**src/laser_drive_regs.svh**
```systemverilog
// register offsets, field positions and reset values of the laser drive register set
`ifndef LASER_DRIVE_REGS_SVH
`define LASER_DRIVE_REGS_SVH

// register indexes; byte address is four times the index
`define LDC_IDX_CTRL 7'h1A
`define LDC_IDX_CODE 7'h1C
`define LDC_IDX_CODE_INV 7'h1D
`define LDC_IDX_SPAN_INV 7'h1F
`define LDC_IDX_MOTION_A 7'h02
`define LDC_IDX_MOTION_B 7'h42
`define LDC_IDX_IRQ_STATUS 7'h50
`define LDC_IDX_IRQ_MASK 7'h51

// reset values
`define LDC_RST_BYTE 8'h00
`define LDC_RST_SPAN 2'h0
`define LDC_RST_EVENTS 3'h0

// laser drive control layout
`define LDC_CTRL_WMASK 8'hCF
`define LDC_CAL_CW 3'h5
`define LDC_CAL_OFF 3'h0
`define LDC_SPAN_BAD 2'h2

// range inverse register layout
`define LDC_SPAN_INV_MSB 7
`define LDC_SPAN_INV_LSB 6

// motion status layout
`define LDC_MOTION_VALID_BIT 0

// dac scale in 1/384 of full current
`define LDC_DAC_OFFSET 9'h081
`define LDC_DAC_FULL 9'h180

`endif

```
**src/laser_drive_pkg.sv**
```systemverilog
// types shared by the laser drive register set
package laser_drive_pkg;

    typedef struct packed {
        logic [1:0] span;
        logic [1:0] rsvd;
        logic [2:0] cal;
        logic force_off;
    } drive_ctrl_t;

    typedef struct packed {
        logic sel;
        logic enable;
        logic write;
        logic [11:0] addr;
        logic [31:0] wdata;
    } apb_req_t;

    typedef struct packed {
        logic cal_ended;
        logic valid_gained;
        logic valid_lost;
    } event_bits_t;

endpackage

```
**src/inverse_pair_check.sv**
```systemverilog
// registered check that two values are exact bitwise inverses
`timescale 1ns/1ps

module inverse_pair_check #(
    parameter int W = 8
) (
    input wire logic i_clk,
    input wire logic i_rstn,
    input wire logic i_ce,
    input wire logic [W-1:0] i_value,
    input wire logic [W-1:0] i_inverse,
    output logic o_match
);

    logic match_r;

    // =========================================
    // comparison of held values only
    always_ff @(posedge i_clk or negedge i_rstn) begin
        if (!i_rstn) begin
            match_r <= 1'b0;
        end else if (i_ce) begin
            match_r <= (i_value == ~i_inverse);
        end
    end

    assign o_match = match_r;

endmodule

```
**src/laser_drive_control_regs.sv**
```systemverilog
// laser drive control register set with apb slave, validity checks and interrupt
// Function
// - laser off and valid flag cleared unless span bits inverse the range inverse bits
// - pairs written in any order; validity judged only from held values
// - span code 00, 01, 11 select the low, middle and high current span
// - span code 10 is invalid: laser off, valid flag cleared
// - calibration field 101 keeps the laser continuously on
// - reading motion status at either address clears calibration field to 000
// - force-disable bit set drives the active-low laser enable high
// - current code drives dac, 33.59 to 100 percent in 1/384 steps
// - laser off and valid flag cleared unless code inverse is exact complement
// - control, code and code inverse registers read/write, reset to zero, laser off
// - range inverse register holds inverse span bits in bits 7 and 6
`timescale 1ns/1ps

`include "laser_drive_regs.svh"

module laser_drive_control_regs
    import laser_drive_pkg::*;
#(
    parameter int ADDR_W = 12
) (
    input wire logic I_CLK,
    input wire logic I_RSTN,
    input wire logic I_CE,
    input wire logic I_PSEL,
    input wire logic I_PENABLE,
    input wire logic I_PWRITE,
    input wire logic [ADDR_W-1:0] I_PADDR,
    input wire logic [31:0] I_PWDATA,
    output logic [31:0] O_PRDATA,
    output logic O_PREADY,
    output logic O_PSLVERR,
    input wire logic I_EXPOSE,
    output logic O_LASER_DRIVE_ENABLE_LOW,
    output logic [1:0] O_CURRENT_SPAN_SELECT,
    output logic [7:0] O_DAC_CODE,
    output logic [8:0] O_DAC_SCALE,
    output logic O_CONTINUOUS_WAVE,
    output logic O_LASER_POWER_VALID,
    output logic O_IRQ
);

    // =========================================
    // bus request and decode
    apb_req_t req;
    logic setup_w;
    logic acc_w;
    logic wr_w;
    logic rd_w;
    logic idx_ok_w;
    logic [6:0] idx_w;
    logic hit_w;
    logic [7:0] rdata_nxt;
    logic sel_ctrl;
    logic sel_code;
    logic sel_code_inv;
    logic sel_span_inv;
    logic sel_motion;
    logic sel_irq_st;
    logic sel_irq_mask;

    // =========================================
    // register state
    drive_ctrl_t ctrl_r;
    logic [7:0] code_r;
    logic [7:0] code_inv_r;
    logic [1:0] span_inv_r;
    event_bits_t irq_st_r;
    event_bits_t irq_mask_r;
    event_bits_t events_w;
    logic [31:0] prdata_r;
    logic slverr_r;

    // =========================================
    // laser control state
    logic span_match;
    logic code_match;
    logic span_ok_w;
    logic cw_w;
    logic valid_w;
    logic drive_on_w;
    logic valid_r;
    logic drive_low_r;
    logic [1:0] span_out_r;
    logic [7:0] dac_code_r;
    logic [8:0] dac_scale_r;
    logic cw_r;
    logic irq_r;

    assign req.sel = I_PSEL;
    assign req.enable = I_PENABLE;
    assign req.write = I_PWRITE;
    assign req.addr = 12'(I_PADDR);
    assign req.wdata = I_PWDATA;

    // zero-wait slave; a frozen clock enable holds the access
    assign O_PREADY = I_CE;
    assign setup_w = req.sel & ~req.enable & I_CE;
    assign acc_w = req.sel & req.enable & I_CE;
    assign wr_w = acc_w & req.write;
    assign rd_w = acc_w & ~req.write;
    assign idx_w = req.addr[8:2];
    assign idx_ok_w = (req.addr[11:9] == 3'h0) && (req.addr[1:0] == 2'h0);

    // =========================================
    // address decode and read mux
    always_comb begin
        sel_ctrl = 1'b0;
        sel_code = 1'b0;
        sel_code_inv = 1'b0;
        sel_span_inv = 1'b0;
        sel_motion = 1'b0;
        sel_irq_st = 1'b0;
        sel_irq_mask = 1'b0;
        rdata_nxt = 8'h00;
        if (!idx_ok_w) begin
            rdata_nxt = 8'h00;
        end else if (idx_w == `LDC_IDX_CTRL) begin
            sel_ctrl = 1'b1;
            rdata_nxt = ctrl_r;
        end else if (idx_w == `LDC_IDX_CODE) begin
            sel_code = 1'b1;
            rdata_nxt = code_r;
        end else if (idx_w == `LDC_IDX_CODE_INV) begin
            sel_code_inv = 1'b1;
            rdata_nxt = code_inv_r;
        end else if (idx_w == `LDC_IDX_SPAN_INV) begin
            sel_span_inv = 1'b1;
            rdata_nxt = {span_inv_r, 6'h00};
        end else if (idx_w == `LDC_IDX_MOTION_A || idx_w == `LDC_IDX_MOTION_B) begin
            sel_motion = 1'b1;
            rdata_nxt[`LDC_MOTION_VALID_BIT] = valid_r;
        end else if (idx_w == `LDC_IDX_IRQ_STATUS) begin
            sel_irq_st = 1'b1;
            rdata_nxt = {5'h00, irq_st_r};
        end else if (idx_w == `LDC_IDX_IRQ_MASK) begin
            sel_irq_mask = 1'b1;
            rdata_nxt = {5'h00, irq_mask_r};
        end
    end

    assign hit_w = sel_ctrl | sel_code | sel_code_inv | sel_span_inv | sel_motion
        | sel_irq_st | sel_irq_mask;

    // =========================================
    // read data and error captured in setup
    always_ff @(posedge I_CLK or negedge I_RSTN) begin
        if (!I_RSTN) begin
            prdata_r <= 32'h00000000;
            slverr_r <= 1'b0;
        end else if (setup_w) begin
            prdata_r <= {24'h000000, rdata_nxt};
            slverr_r <= ~hit_w;
        end
    end

    assign O_PRDATA = prdata_r;
    assign O_PSLVERR = slverr_r & req.sel & req.enable;

    // =========================================
    // laser drive control register
    always_ff @(posedge I_CLK or negedge I_RSTN) begin
        if (!I_RSTN) begin
            ctrl_r <= drive_ctrl_t'(`LDC_RST_BYTE);
        end else if (I_CE) begin
            if (wr_w && sel_ctrl) begin
                ctrl_r <= drive_ctrl_t'(req.wdata[7:0] & `LDC_CTRL_WMASK);
            end else if (rd_w && sel_motion) begin
                ctrl_r.cal <= `LDC_CAL_OFF;
            end
        end
    end

    // =========================================
    // current code, its inverse and the span inverse
    // all pairs reset to zero
    always_ff @(posedge I_CLK or negedge I_RSTN) begin
        if (!I_RSTN) begin
            code_r <= `LDC_RST_BYTE;
            code_inv_r <= `LDC_RST_BYTE;
        end else if (I_CE) begin
            if (wr_w && sel_code) begin
                code_r <= req.wdata[7:0];
            end
            if (wr_w && sel_code_inv) begin
                code_inv_r <= req.wdata[7:0];
            end
        end
    end

    // inverse span bits held in 7:6
    always_ff @(posedge I_CLK or negedge I_RSTN) begin
        if (!I_RSTN) begin
            span_inv_r <= `LDC_RST_SPAN;
        end else if (I_CE && wr_w && sel_span_inv) begin
            span_inv_r <= req.wdata[`LDC_SPAN_INV_MSB:`LDC_SPAN_INV_LSB];
        end
    end

    // =========================================
    // complement checks on held values
    // span against its inverse
    inverse_pair_check #(.W(2)) u_span_check (
        .i_clk(I_CLK),
        .i_rstn(I_RSTN),
        .i_ce(I_CE),
        .i_value(ctrl_r.span),
        .i_inverse(span_inv_r),
        .o_match(span_match)
    );

    inverse_pair_check #(.W(8)) u_code_check (
        .i_clk(I_CLK),
        .i_rstn(I_RSTN),
        .i_ce(I_CE),
        .i_value(code_r),
        .i_inverse(code_inv_r),
        .o_match(code_match)
    );

    assign span_ok_w = (ctrl_r.span != `LDC_SPAN_BAD);
    assign cw_w = (ctrl_r.cal == `LDC_CAL_CW);
    assign valid_w = span_match & code_match & span_ok_w;
    // any failure or force bit removes drive
    assign drive_on_w = valid_w & ~ctrl_r.force_off & (cw_w | I_EXPOSE);

    // =========================================
    // laser outputs
    always_ff @(posedge I_CLK or negedge I_RSTN) begin
        if (!I_RSTN) begin
            valid_r <= 1'b0;
            drive_low_r <= 1'b1;
            cw_r <= 1'b0;
        end else if (I_CE) begin
            valid_r <= valid_w;
            drive_low_r <= ~drive_on_w;
            cw_r <= cw_w & valid_w & ~ctrl_r.force_off;
        end
    end

    always_ff @(posedge I_CLK or negedge I_RSTN) begin
        if (!I_RSTN) begin
            span_out_r <= `LDC_RST_SPAN;
            dac_code_r <= `LDC_RST_BYTE;
            dac_scale_r <= `LDC_DAC_OFFSET;
        end else if (I_CE) begin
            span_out_r <= ctrl_r.span;
            dac_code_r <= code_r;
            dac_scale_r <= {1'b0, code_r} + `LDC_DAC_OFFSET;
        end
    end

    assign O_LASER_DRIVE_ENABLE_LOW = drive_low_r;
    assign O_LASER_POWER_VALID = valid_r;
    assign O_CONTINUOUS_WAVE = cw_r;
    assign O_CURRENT_SPAN_SELECT = span_out_r;
    assign O_DAC_CODE = dac_code_r;
    assign O_DAC_SCALE = dac_scale_r;

    // =========================================
    // interrupt status, mask and output
    assign events_w.valid_lost = valid_r & ~valid_w;
    assign events_w.valid_gained = ~valid_r & valid_w;
    assign events_w.cal_ended = rd_w & sel_motion & cw_w;

    // set wins over a write-one clear in the same cycle
    always_ff @(posedge I_CLK or negedge I_RSTN) begin
        if (!I_RSTN) begin
            irq_st_r <= event_bits_t'(`LDC_RST_EVENTS);
        end else if (I_CE) begin
            if (wr_w && sel_irq_st) begin
                irq_st_r <= (irq_st_r & ~event_bits_t'(req.wdata[2:0])) | events_w;
            end else begin
                irq_st_r <= irq_st_r | events_w;
            end
        end
    end

    always_ff @(posedge I_CLK or negedge I_RSTN) begin
        if (!I_RSTN) begin
            irq_mask_r <= event_bits_t'(`LDC_RST_EVENTS);
        end else if (I_CE && wr_w && sel_irq_mask) begin
            irq_mask_r <= event_bits_t'(req.wdata[2:0]);
        end
    end

    always_ff @(posedge I_CLK or negedge I_RSTN) begin
        if (!I_RSTN) begin
            irq_r <= 1'b0;
        end else if (I_CE) begin
            irq_r <= |(irq_st_r & irq_mask_r);
        end
    end

    assign O_IRQ = irq_r;

    logic span_mis_w;
    logic code_mis_w;
    assign span_mis_w = (ctrl_r.span != ~span_inv_r);
    assign code_mis_w = (code_r != ~code_inv_r);
endmodule

```
**config.mk**
```make
export PLATFORM = sky130hd
export DESIGN_NAME = laser_drive_control_regs
export DESIGN_NICKNAME = d
export VERILOG_FILES = /design/src/laser_drive_pkg.sv /design/src/inverse_pair_check.sv /design/src/laser_drive_control_regs.sv
export VERILOG_INCLUDE_DIRS = /design/src /design/src/src
export SDC_FILE = /design/constraint.sdc
export NUM_CORES = 1
export LEC_CHECK = 0
export BUFFER_PORTS_ARGS = -buffer_cell sky130_fd_sc_hd__buf_2
export CORE_MARGIN = 2
export CORE_UTILIZATION = 40
export DETAILED_ROUTE_END_ITERATION = 12
export PLACE_DENSITY = 0.67
export SETUP_SLACK_MARGIN = 0.1
export SLEW_MARGIN = 20
export SYNTH_ARGS = -nofsm -noshare
export SYNTH_HDL_FRONTEND = slang
export SYNTH_SLANG_ARGS = --single-unit
```
**constraint.sdc**
```tcl
create_clock -name I_CLK -period 1.7 [get_ports I_CLK]
set_clock_uncertainty 0.15 [all_clocks]
set_input_delay 0.17 -clock I_CLK [delete_from_list [all_inputs] [get_ports I_CLK]]
set_output_delay 0.17 -clock I_CLK [all_outputs]
set_load 0.01 [all_outputs]
```
==> metrics.cfg <==
[die]
die_h_um = 95.53
fp.coreArea_um2 = 8175
rows = 33
io_pins = 108
die-area_um2 = 9125
die_x_um = 95.53
start_util_pct = 40.99

[cells_and_area]
antennaDiodeCount = 0
areaGrowthSynthToFinish_pct = 28.83
nets = 455
final_common_cell = dfrtp_1
final_cell_mix = dfrtp_1 (59), buf_2 (58), buf_4 (32), conb_1 (24), mux2_2 (20)
final_area_um2 = 4317
drive_above_1_share_pct = 41.67

[timing]
hold_viol = 0
maxSlewViolCount = 0
setup_viol = 27
setup_tns_ps = -9556
max_freq_mhz = 459.3
rsz0062_at_grt = yes
finalCritPeriodShare_pct = 128.1
layout_setup_ws_ps = -477.2
period_minus_slack_ps = 2177
hold_ws_ps = 8.959

[power_and_ir_drop]
worst_ir_drop_vdd_mv = 0.4065
p_sw_uw = 780.6
comb_power_share_pct = 9.9
seq_power_share_pct = 49.0
p_sw_share_pct = 24.67
leakagePower_uw = 0.002149
power_density_nw_per_um2 = 733.0
intPower_uw = 2383
p_total_uw = 3164
clockPowerShare_pct = 41.1

[worst_setup_path]
arrival_ps = 2240
required_ps = 1760
cp-start-kind = input pin
critPathMaxFanout = 8
crit_start = I_PADDR[9]
r2r-start = code_r[4]
endpoint_kind = flop
crit_type = input pin to flop

[cts]
cts_tree = yes
h-tree-depth = 3
cts_buffer_depth = 2
cts.sinks = 64
clock_latency_ps = 340
cts_buffers = 9
clk_pin_slew_worst_paths_ps = 70
cts_root_buf = clkbuf_8

[logic_synthesis]
seq_area_frac_synth_pct = 47.91
syn_area_per_cell_um2 = 11.02
synth-adder-area-share_pct = 0.3734
synth_cell_type_count = 55
syn_inst = 304
yosysWarnings = 0
synthXorXnorAreaFrac_pct = 4.705
ys.flop_type = dfrtp_1
synth_seq_cells = 64
synth_top_family_by_area = multiplexers
synth_edf_count = 0
syn-cell-area_um2 = 3351
synth_compound_area_share_pct = 10.94
yosys.area_share.simple_pct = 12.14
synth_mux_area_share_pct = 15.20
async_flop_share_pct = 100.0

[grt]
grtUsageTotal_pct = 18.94
grt_pass1_wl_mm = 13.07
grt_pass1_vias = 2528
antenna_found_initial = 0
overflow = 0
grt_max_degree = 65

[route]
vias_per_cell = 5.082
totalWireLength_mm = 7.979
first_pass_iters = 6
vias = 2607
routedWlPerCell_um = 15.55
drt-initial-drc-count = 157
drc = 0
postRouteAntennaNets = 0

[placed_design]
placed_cell_area_um2 = 3905
gp_congestion = 0.8906
place_hpwl_mm = 5.846
port_buffers = 59
dp_slack_ps = -867.2

[min_path]
worstHoldStart = I_EXPOSE
hold_path_class = input pin to flop

[status]
status = complete, but fails checks
violations = negative setup slack

[job]
max-cap-violations = 0

==> stage by stage <==
step | cells | utilization, %
after CTS | 512 | 52.19
final | 513 | 52.80
after floorplan | 327 | -
after global routing | 513 | 52.80
after detailed placement | 487 | 47.77
after global placement | 487 | 47.77
==> repair_timing <==
| item | 4_1_cts | 5_1_grt |
|---|---|---|
| hold endpoints to repair | 80 | 0 |
| pin swaps | 5 | 5 |
| setup buffers | 2 | 2 |
| gates resized for setup | 18 | 14 |
| hold buffers | 7 | 0 |
| setup endpoints to repair | 30 | 32 |
==> sequential cells by signal (all words and copies together) (netlist names), 2 cells and up <==
signal	count
span_inv_r	2
O_CURRENT_SPAN_SELECT	2
O_DAC_CODE	8
ctrl_r	6
O_DAC_SCALE	9
code_inv_r	8
irq_st_r	3
code_r	8
irq_mask_r	3
O_PRDATA	8
==> power groups by stage <==
stage	sequential [uW]	combinational [uW]	clock, uW
6_report	1550	314	1300
2_1_floorplan	1580	168	0
5_1_grt	1550	350	1410
4_1_cts	1550	311	1330
3_5_place_dp	1580	292	0
3_3_place_gp	1580	288	0
==> path summary, 6_finish.rpt <==
path	end	slack, ps	cells after the start
worst min register to register	O_DAC_SCALE[0]	320	2
worst max-delay path	code_r[0]	-480	5
max in group asynchronous	O_LASER_DRIVE_ENABLE_LOW	840	3
worst min-delay path	O_LASER_DRIVE_ENABLE_LOW	9	4
worst max register to register	O_DAC_SCALE[7]	160	4
min in group asynchronous	O_PRDATA[2]	220	3
==> per-layer routing <==
metal | track usage, % | part of all wire, %
met1 | 26.89 | 46
met2 | 29.78 | 48
met3 | 2.925 | 5.1
met4 | 6.071 | 0.94
met5 | 0 | 0
==> kinds of logic (layout without fill, tap and decap cells) <==
kind of cell,Yosys count,in the layout
compound gates,52,52
xor+xnor,18,18
fa+ha+maj,1,1
buf+inv,50,131
flops,64,64
mux,43,43
other cells,1,24
simple gates,75,75
==> cell usage after synthesis (5+ instances only) <==
| cell type | instances | area, um^2 |
|---|---|---|
| mux2_2 | 31 | 349.1 |
| dfrtp_1 | 61 | 1526 |
| mux2_4 | 8 | 120.1 |
| nor3_1 | 5 | 25.02 |
| nor2_1 | 16 | 60.06 |
| xnor2_1 | 13 | 113.9 |
| a22o_1 | 5 | 43.79 |
| o21ai_0 | 8 | 40.04 |
| inv_1 | 10 | 37.54 |
| nand2_1 | 13 | 48.80 |
| a21oi_1 | 12 | 60.06 |
| nand3_1 | 10 | 50.05 |
| clkbuf_1 | 10 | 37.54 |
| xor2_1 | 5 | 43.79 |
| buf_4 | 25 | 187.7 |
==> critical path, cell delays in order <==
cell	delay [ps]
buf_6	90
or4_4	530
or4_4	500
or4_4	610
mux2_4	340
==> layout make-up <==
cell class | count | area, um^2
clock buffers | 11 | 141.4
well taps | 105 | 131.4
inverters | 10 | 37.54
multi-input cells | 213 | 1643
fillers | 723 | 3859
clock inverters | 5 | 56.30
flip-flops and latches | 64 | 1608
repair buffers | 105 | 699.4
Power figures use the tool's default switching activity.
